### src/rtl/jtag_bscan_pkg.sv
// Constants and types shared by the boundary-scan instruction decoder.
package jtag_bscan_pkg;

   // ------------------------------------------------------------------
   // Sizes
   // ------------------------------------------------------------------
   localparam int BSC_LEN = 8;
   localparam int IR_LEN = 4;
   localparam int SYNC_W = 3 + BSC_LEN;

   // ------------------------------------------------------------------
   // Instruction codes
   // ------------------------------------------------------------------
   localparam logic [IR_LEN-1:0] IR_EXTEST = 4'h0;
   localparam logic [IR_LEN-1:0] IR_SAMPLE = 4'h1;
   localparam logic [IR_LEN-1:0] IR_INTEST = 4'h4;
   localparam logic [IR_LEN-1:0] IR_CLAMP = 4'h5;
   localparam logic [IR_LEN-1:0] IR_ABORT = 4'h8;
   localparam logic [IR_LEN-1:0] IR_DPACC = 4'hA;
   localparam logic [IR_LEN-1:0] IR_APACC = 4'hB;
   localparam logic [IR_LEN-1:0] IR_RSVD_C = 4'hC;
   localparam logic [IR_LEN-1:0] IR_RSVD_D = 4'hD;
   localparam logic [IR_LEN-1:0] IR_IDCODE = 4'hE;
   localparam logic [IR_LEN-1:0] IR_BYPASS = 4'hF;

   // ------------------------------------------------------------------
   // Reset values and capture layout
   // ------------------------------------------------------------------
   localparam logic [IR_LEN-1:0] IR_RESET = IR_IDCODE;
   localparam logic PROT_RESET = 1'b1;
   localparam logic TDO_RESET = 1'b0;
   localparam int CAP_PROT_POS = 0;
   localparam int CAP_DONE_POS = 3;

   // ------------------------------------------------------------------
   // Types
   // ------------------------------------------------------------------
   typedef enum logic [3:0] {
      TLR, RTI, SEL_DR, CAP_DR, SH_DR, EX1_DR, PA_DR, EX2_DR, UPD_DR,
      SEL_IR, CAP_IR, SH_IR, EX1_IR, PA_IR, EX2_IR, UPD_IR
   } tap_state_t;

   typedef struct packed {
      logic abort;
      logic dpacc;
      logic apacc;
      logic idcode;
   } dp_instr_t;

   typedef struct packed {
      logic [BSC_LEN-1:0] pin;
      logic tdi;
      logic tms;
      logic tck;
   } jtag_raw_t;

endpackage : jtag_bscan_pkg

### src/rtl/jtag_boundary_scan_tap.sv
// Boundary-scan TAP with instruction decode, TDO routing and protection gate.
`timescale 1ns/1ps
`default_nettype none
// How it works
// - Code 0000 selects the boundary chain for testing outside circuitry.
// - Code 0001 selects the boundary chain for a pin snapshot, system undisturbed.
// - Code 0100 selects the boundary chain for testing internal logic.
// - Code 0101 uses the bypass bit while pins stay driven from update latches.
// - Codes 1000, 1010, 1011, 1110 decode as debug port instructions.
// - Code 1111 puts the one-bit bypass register between TDI and TDO.
// - Protected state blocks system bus access port requests; JTAG stays usable.
// - Only a chip erase releases protection and restores bus port access.
// - A newly programmed security bit shows only after a system reset.
// - All patterns shift least significant bit first.
// - Capture-IR loads protect bit, two zeros and startup-done bit.
// - Capture-IR latches the status value into the instruction shifter.
// - Shift-IR advances the instruction shifter one bit per TCK.
// - Update-IR to EXTEST drives the update latches onto the pins at once.
// - EXTEST Capture-DR samples the external pin levels.
// - Boundary chain shifts one place per TCK in Shift-DR.
// - EXTEST Update-DR moves the chain into the pin drivers.
// - SAMPLE_PRELOAD never changes the update latches.
// - SAMPLE_PRELOAD Capture-DR samples the external pin levels.
// - TDO comes from this TAP in Shift-IR and for its codes, else from the debug port.
// - In serial-wire mode the boundary TAP and its codes are unavailable.
// - Test-Logic-Reset holds the port logic in synchronous reset.
module jtag_boundary_scan_tap
   import jtag_bscan_pkg::*;
(
   input wire logic core_clk,
   input wire logic rst_n,
   input wire logic tck,
   input wire logic tms,
   input wire logic tdi,
   output logic tdo,
   output logic tdo_oe_n,
   input wire logic swd_mode,
   input wire logic dp_tdo,
   output dp_instr_t dp_instr,
   output logic bscan_tdo_sel,
   input wire logic [BSC_LEN-1:0] pin_in,
   input wire logic [BSC_LEN-1:0] core_out,
   output logic [BSC_LEN-1:0] pin_out,
   output logic bs_drive,
   output logic [BSC_LEN-1:0] core_in,
   input wire logic security_bit,
   input wire logic startup_done,
   input wire logic chip_erase_done,
   input wire logic ap_req,
   output logic ap_grant,
   output logic protected_state
);

   // ------------------------------------------------------------------
   // Input synchronisers and glitch filter
   // ------------------------------------------------------------------
   logic [SYNC_W-1:0] raw;
   logic [SYNC_W-1:0] s1_q;
   logic [SYNC_W-1:0] s2_q;
   logic [SYNC_W-1:0] s3_q;
   logic [SYNC_W-1:0] filt_q;
   jtag_raw_t fv;

   assign raw = {pin_in, tdi, tms, tck};
   assign fv = jtag_raw_t'(filt_q);

   for (genvar i = 0; i < SYNC_W; i++) begin : g_sync
      always_ff @(posedge core_clk or negedge rst_n) begin
         if (!rst_n) begin
            s1_q[i] <= 1'b0;
            s2_q[i] <= 1'b0;
            s3_q[i] <= 1'b0;
            filt_q[i] <= 1'b0;
         end else begin
            s1_q[i] <= raw[i];
            s2_q[i] <= s1_q[i];
            s3_q[i] <= s2_q[i];
            // Accept a change only once two stages agree
            if (s2_q[i] == s3_q[i]) begin
               filt_q[i] <= s3_q[i];
            end
         end
      end
   end

   // ------------------------------------------------------------------
   // TCK edge detection
   // ------------------------------------------------------------------
   logic tck_prev_q;
   wire tck_rise = fv.tck & ~tck_prev_q;
   wire tck_fall = ~fv.tck & tck_prev_q;

   always_ff @(posedge core_clk or negedge rst_n) begin
      if (!rst_n) begin
         tck_prev_q <= 1'b0;
      end else begin
         tck_prev_q <= fv.tck;
      end
   end

   // ------------------------------------------------------------------
   // TAP state machine
   // ------------------------------------------------------------------
   tap_state_t state_q;
   tap_state_t state_d;
   wire m = fv.tms;

   always_comb begin
      case (state_q)
         TLR: state_d = m ? TLR : RTI;
         RTI: state_d = m ? SEL_DR : RTI;
         SEL_DR: state_d = m ? SEL_IR : CAP_DR;
         CAP_DR: state_d = m ? EX1_DR : SH_DR;
         SH_DR: state_d = m ? EX1_DR : SH_DR;
         EX1_DR: state_d = m ? UPD_DR : PA_DR;
         PA_DR: state_d = m ? EX2_DR : PA_DR;
         EX2_DR: state_d = m ? UPD_DR : SH_DR;
         UPD_DR: state_d = m ? SEL_DR : RTI;
         SEL_IR: state_d = m ? TLR : CAP_IR;
         CAP_IR: state_d = m ? EX1_IR : SH_IR;
         SH_IR: state_d = m ? EX1_IR : SH_IR;
         EX1_IR: state_d = m ? UPD_IR : PA_IR;
         PA_IR: state_d = m ? EX2_IR : PA_IR;
         EX2_IR: state_d = m ? UPD_IR : SH_IR;
         UPD_IR: state_d = m ? SEL_DR : RTI;
         default: state_d = TLR;
      endcase
   end

   always_ff @(posedge core_clk or negedge rst_n) begin
      if (!rst_n) begin
         state_q <= TLR;
      end else if (tck_rise) begin
         state_q <= state_d;
      end
   end

   // ------------------------------------------------------------------
   // Protection state
   // ------------------------------------------------------------------
   logic prot_q;
   logic prot_loaded_q;

   always_ff @(posedge core_clk or negedge rst_n) begin
      if (!rst_n) begin
         prot_q <= PROT_RESET;
         prot_loaded_q <= 1'b0;
      end else if (!prot_loaded_q) begin
         // Security bit is looked at once per system reset
         prot_q <= security_bit;
         prot_loaded_q <= 1'b1;
      end else if (chip_erase_done) begin
         prot_q <= 1'b0;
      end
   end

   // ------------------------------------------------------------------
   // Instruction decode
   // ------------------------------------------------------------------
   logic [IR_LEN-1:0] ir_q;
   logic [IR_LEN-1:0] ir_sr_q;
   logic [IR_LEN-1:0] ir_cap;
   wire bs_ok = ~swd_mode;
   wire is_ext = bs_ok & (ir_q == IR_EXTEST);
   wire is_samp = bs_ok & (ir_q == IR_SAMPLE);
   wire is_int = bs_ok & (ir_q == IR_INTEST);
   wire is_clamp = bs_ok & (ir_q == IR_CLAMP);
   wire is_abort = ir_q == IR_ABORT;
   wire is_dpacc = ir_q == IR_DPACC;
   wire is_apacc = ir_q == IR_APACC;
   wire is_idcode = ir_q == IR_IDCODE;
   wire is_dp = is_abort | is_dpacc | is_apacc | is_idcode;
   wire bs_recog = bs_ok & ~is_dp;
   wire chain_sel = is_ext | is_samp | is_int;
   // Bypass, reserved and unused codes all take the bypass bit
   wire bypass_sel = bs_recog & ~chain_sel;
   wire drive_d = is_ext | is_int | is_clamp;
   dp_instr_t dp_d;

   assign dp_d.abort = bs_ok & is_abort;
   assign dp_d.dpacc = bs_ok & is_dpacc;
   assign dp_d.apacc = bs_ok & is_apacc;
   assign dp_d.idcode = bs_ok & is_idcode;

   always_comb begin
      ir_cap = '0;
      ir_cap[CAP_PROT_POS] = prot_q;
      ir_cap[CAP_DONE_POS] = startup_done;
   end

   // ------------------------------------------------------------------
   // Instruction register
   // ------------------------------------------------------------------
   always_ff @(posedge core_clk or negedge rst_n) begin
      if (!rst_n) begin
         ir_q <= IR_RESET;
         ir_sr_q <= '0;
      end else if (tck_rise) begin
         case (state_q)
            TLR: ir_q <= IR_RESET;
            CAP_IR: ir_sr_q <= ir_cap;
            SH_IR: ir_sr_q <= {fv.tdi, ir_sr_q[IR_LEN-1:1]};
            UPD_IR: ir_q <= ir_sr_q;
            default: ir_q <= ir_q;
         endcase
      end
   end

   // ------------------------------------------------------------------
   // Boundary chain, update latches and bypass bit
   // ------------------------------------------------------------------
   logic [BSC_LEN-1:0] bsc_q;
   logic [BSC_LEN-1:0] upd_q;
   logic byp_q;
   logic [BSC_LEN-1:0] cap_src;

   // Internal test captures the core's outputs, the others the pins
   assign cap_src = is_int ? core_out : fv.pin;

   always_ff @(posedge core_clk or negedge rst_n) begin
      if (!rst_n) begin
         bsc_q <= '0;
      end else if (tck_rise) begin
         if (state_q == TLR) begin
            bsc_q <= '0;
         end else if (state_q == CAP_DR && chain_sel) begin
            bsc_q <= cap_src;
         end else if (state_q == SH_DR && chain_sel) begin
            bsc_q <= {fv.tdi, bsc_q[BSC_LEN-1:1]};
         end
      end
   end

   // Preload under sample leaves the latches alone
   always_ff @(posedge core_clk or negedge rst_n) begin
      if (!rst_n) begin
         upd_q <= '0;
      end else if (tck_rise) begin
         if (state_q == TLR) begin
            upd_q <= '0;
         end else if (state_q == UPD_DR && (is_ext | is_int)) begin
            upd_q <= bsc_q;
         end
      end
   end

   always_ff @(posedge core_clk or negedge rst_n) begin
      if (!rst_n) begin
         byp_q <= 1'b0;
      end else if (tck_rise) begin
         if (state_q == TLR) begin
            byp_q <= 1'b0;
         end else if (state_q == CAP_DR && bypass_sel) begin
            byp_q <= 1'b0;
         end else if (state_q == SH_DR && bypass_sel) begin
            byp_q <= fv.tdi;
         end
      end
   end

   // ------------------------------------------------------------------
   // TDO, changed on the falling TCK edge
   // ------------------------------------------------------------------
   wire sh_ir = state_q == SH_IR;
   wire sh_dr = state_q == SH_DR;
   wire dr_bit = chain_sel ? bsc_q[0] : byp_q;
   wire own_bit = sh_ir ? ir_sr_q[0] : dr_bit;
   wire tdo_d = (bs_recog | sh_ir) ? own_bit : dp_tdo;
   wire oe_n_d = ~((sh_ir | sh_dr) & bs_ok);

   always_ff @(posedge core_clk or negedge rst_n) begin
      if (!rst_n) begin
         tdo <= TDO_RESET;
         tdo_oe_n <= 1'b1;
      end else if (tck_fall) begin
         tdo <= tdo_d;
         tdo_oe_n <= oe_n_d;
      end
   end

   // ------------------------------------------------------------------
   // Registered outputs
   // ------------------------------------------------------------------
   always_ff @(posedge core_clk or negedge rst_n) begin
      if (!rst_n) begin
         dp_instr <= '0;
      end else begin
         dp_instr <= dp_d;
      end
   end

   always_ff @(posedge core_clk or negedge rst_n) begin
      if (!rst_n) begin
         bscan_tdo_sel <= 1'b0;
      end else begin
         bscan_tdo_sel <= bs_recog;
      end
   end

   always_ff @(posedge core_clk or negedge rst_n) begin
      if (!rst_n) begin
         pin_out <= '0;
      end else begin
         pin_out <= drive_d ? upd_q : core_out;
      end
   end

   always_ff @(posedge core_clk or negedge rst_n) begin
      if (!rst_n) begin
         bs_drive <= 1'b0;
      end else begin
         bs_drive <= drive_d;
      end
   end

   always_ff @(posedge core_clk or negedge rst_n) begin
      if (!rst_n) begin
         core_in <= '0;
      end else begin
         core_in <= is_int ? upd_q : fv.pin;
      end
   end

   always_ff @(posedge core_clk or negedge rst_n) begin
      if (!rst_n) begin
         ap_grant <= 1'b0;
      end else begin
         ap_grant <= ap_req & ~prot_q;
      end
   end

   always_ff @(posedge core_clk or negedge rst_n) begin
      if (!rst_n) begin
         protected_state <= PROT_RESET;
      end else begin
         protected_state <= prot_q;
      end
   end

endmodule : jtag_boundary_scan_tap
`default_nettype wire

### config.mk
export PLATFORM = sky130hd
export DESIGN_NAME = jtag_boundary_scan_tap
export DESIGN_NICKNAME = d
export VERILOG_FILES = /design/src/rtl/jtag_bscan_pkg.sv /design/src/rtl/jtag_boundary_scan_tap.sv
export SDC_FILE = /design/constraint.sdc
export NUM_CORES = 1
export LEC_CHECK = 0
export ABC_AREA = 0
export ABC_CLOCK_PERIOD_IN_PS = 4800
export BUFFER_PORTS_ARGS = -buffer_cell sky130_fd_sc_hd__buf_2
export CAP_MARGIN = 20
export CORE_UTILIZATION = 61
export DETAILED_ROUTE_END_ITERATION = 7
export PLACE_DENSITY = 0.84
export REMOVE_ABC_BUFFERS = 1
export SYNTH_ARGS = -nofsm -noshare
export SYNTH_HDL_FRONTEND = slang
export SYNTH_SLANG_ARGS = --single-unit
### constraint.sdc
create_clock -name core_clk -period 4.8 [get_ports core_clk]
set_input_delay 0.96 -clock core_clk [delete_from_list [all_inputs] [get_ports core_clk]]
set_output_delay 0.96 -clock core_clk [all_outputs]
set_load 0.01 [all_outputs]
==> flow_summary.ini <==
[setup_path]
reg2reg_slack_ns = 2.35
timing.critical_path.from = swd_mode
crit_path_end = bsc_q[3]$_DFFE_PN0P_
crit_required_ns = 5.02
crit_type = input port to register
reg2reg_to = bsc_q[3]$_DFFE_PN0P_
regToRegStartpoint = ir_q[0]$_DFFE_PN0P_
startpoint_type = input port
reg2reg_depth = 4
cp.arrival_ns = 2.91
path_max_fanout = 16
endpoint_kind = register

[placement]
portBuffers = 52
placed_cells = 443
dpl.hpwl_microns = 4920
place_congestion = 0.863

[yosys]
synth_edf_count = 0
synth_ff_type = dfrtp_1
syn_avg_cell_area_sq_um = 12.1
synthCells = 331
synth_seq_area_share_pct = 64.1
ys_seq_elements = 102
synth.distinct_cells = 47
synth-async-reset-ratio_pct = 100
syn_area_sq_mm = 0.00399
yosysWarnings = 0

[timing]
timing.final.crit_share_pct = 55.9
setup_violations = 0
rsz0062_at_grt = false
fmax_mhz = 373
min_period_ns = 2.68
slew_violations = 0
maxSlewHeadroom_pct = 40.3
worst-slew-pin-transition_ns = 0.888
finalSetupTns_ns = 0
clock_skew_ns = 0.00907
hold_viol_final = 0
whs_ns = 0.355

[floorplanning]
core_region_area_sq_mm = 0.00635
fp.dieW_microns = 82.9
start_util_pct = 62.9
rows = 29
dieArea_sq_mm = 0.00687
dieHeight_microns = 82.9
io_pins = 53

[power]
p_leak_nw = 2.04
finalPower_w = 0.00191
peakVddDrop_mv = 0.293
powerDensity_mw_per_mm2 = 427

[routing]
ant_nets = 0
vias = 2753
via_per_inst = 5.98
firstDrtPassIters = 5
wirelength_microns = 7440
drtIter0Drc = 292
drc = 0
wl_per_cell_microns = 16.2

[grt]
antenna_found_initial = 0
grt_usage_pct = 24.0
grt.overflow.total = 0
grt_pass1_vias = 2572
grt_pass1_wl_microns = 12900
grt_max_degree = 66

[clock_tree]
cts_buffer_depth = 2
cts_tree = done
post_cts_buffers = 0
htree_levels = 3
cts_buffers = 9
root_buffer = clkbuf_8
cts.clk_slew.worst_paths_ns = 0.09
cts_resized = 0
clk-insertion-delay-late_ns = 0.37
clock-sinks = 102
cts.hold.buffers_added = 0

[final_layout]
fin_util_pct = 70.3
drive_gt1_share_pct = 24.8
syn_to_final_growth_pct = 11.8
stdcell_count = 460
seqCellArea_sq_mm = 0.00256
final_nets = 405
fillers = 445
diodes = 0
multi_input_area_sq_mm = 0.00131

[run]
drv_cap = 0

[hold_path]
hold_depth = 0
hold_class = register to register

[run_status]
status = finished, final reports clean
==> synth_stat cells (10+ instances only) <==
cell type	count	share of area (%)
o21ai_0	18	2.3
maj3_1	11	2.8
a21oi_1	10	1.3
nand3_1	14	1.8
a211oi_1	10	1.9
clkbuf_1	11	1.0
mux2_2	17	4.8
nor2_1	10	0.94
o22ai_1	10	1.6
inv_1	11	1.0
nand2_1	35	3.3
dfrtp_1	96	60
==> cell families after synthesis <==
logic type / synth area share [%]
other: 0.0939
flip-flops: 64.1
adder cells (fa/ha/maj): 2.76
AND/OR/NAND/NOR: 13.8
buffers and inverters: 3.13
multiplexers: 5.80
AO/OA/AOI/OAI: 10.3
==> per-layer routing <==
metal  part of all wire (%)  track usage, %  vias to the layer above
met4                    1.9            7.21                        0
met2                     49            36.4                      121
met3                    6.4            7.06                       18
met1                     43            34.0                     1353
li1                       -               -                     1261
met5                      0               0                        -
==> critical path, stage by stage <==
cell      delay [ns]
buf_2           0.15
nor4_2          0.68
nand2_1         0.57
a211oi_1        0.41
o22ai_1         0.12
==> how the worst min path moves through the flow <==
stage	start	to	slack [ns]
finish	s1_q[0]$_DFF_PN0_	s2_q[0]$_DFF_PN0_	0.36
global route	s1_q[9]$_DFF_PN0_	s2_q[9]$_DFF_PN0_	0.36
CTS	s1_q[0]$_DFF_PN0_	s2_q[0]$_DFF_PN0_	0.36
detailed placement	s1_q[0]$_DFF_PN0_	s2_q[0]$_DFF_PN0_	0.33
global placement	s1_q[3]$_DFF_PN0_	s2_q[3]$_DFF_PN0_	0.33
floorplan	s1_q[0]$_DFF_PN0_	s2_q[0]$_DFF_PN0_	0.33
==> layout by cell type, fill, tap and decap left out, drive strengths merged, types with 2 or more instances in the layout <==
master	instances
or4	2
mux2i	4
mux2	17
nand2	35
and2	2
nor4	5
dfstp	6
o21ai	18
and3	9
nor2	10
maj3	11
nand2b	5
a211oi	10
clkbuf	12
nor3	5
nand3	14
nand3b	4
nor2b	7
a21oi	10
dfrtp	96
a31oi	3
o22ai	10
buf	53
o211ai	2
inv	14
==> layout make-up <==
type	instances	share of cell area, %
clock buffers	11	3.17
inverters	11	0.925
multi-input cells	200	29.3
clock inverters	5	0.925
repair buffers	54	6.17
well taps	77	2.16
flip-flops and latches	102	57.3
==> per-stage QoR <==
stage | worst slack (ns) | instance area [sq um]
after floorplan | 2.41 | 3910
after global placement | 1.94 | 4280
after detailed placement | 1.84 | 4280
after CTS | 2.23 | 4460
after global routing | 2.04 | 4460
final | 2.12 | 4460
==> report_power, final <==
part	switching, W	internal (W)	leakage, nW
clock network	0.000294	0.000209	0.0922
logic	0.000162	0.000137	0.708
registers	0.000141	0.000962	1.24
total	0.000597	0.00131	2.04
==> sequential cells by signal, indices dropped and copies added (netlist names), 4 cells and up <==
register / flops
s3_q: 11
pin_out: 8
ir_q: 4
dp_instr: 4
core_in: 8
upd_q: 8
bsc_q: 8
ir_sr_q: 4
s2_q: 11
s1_q: 11
filt_q: 10
state_q: 4
Note: power is estimated with default switching activity, not from simulation.
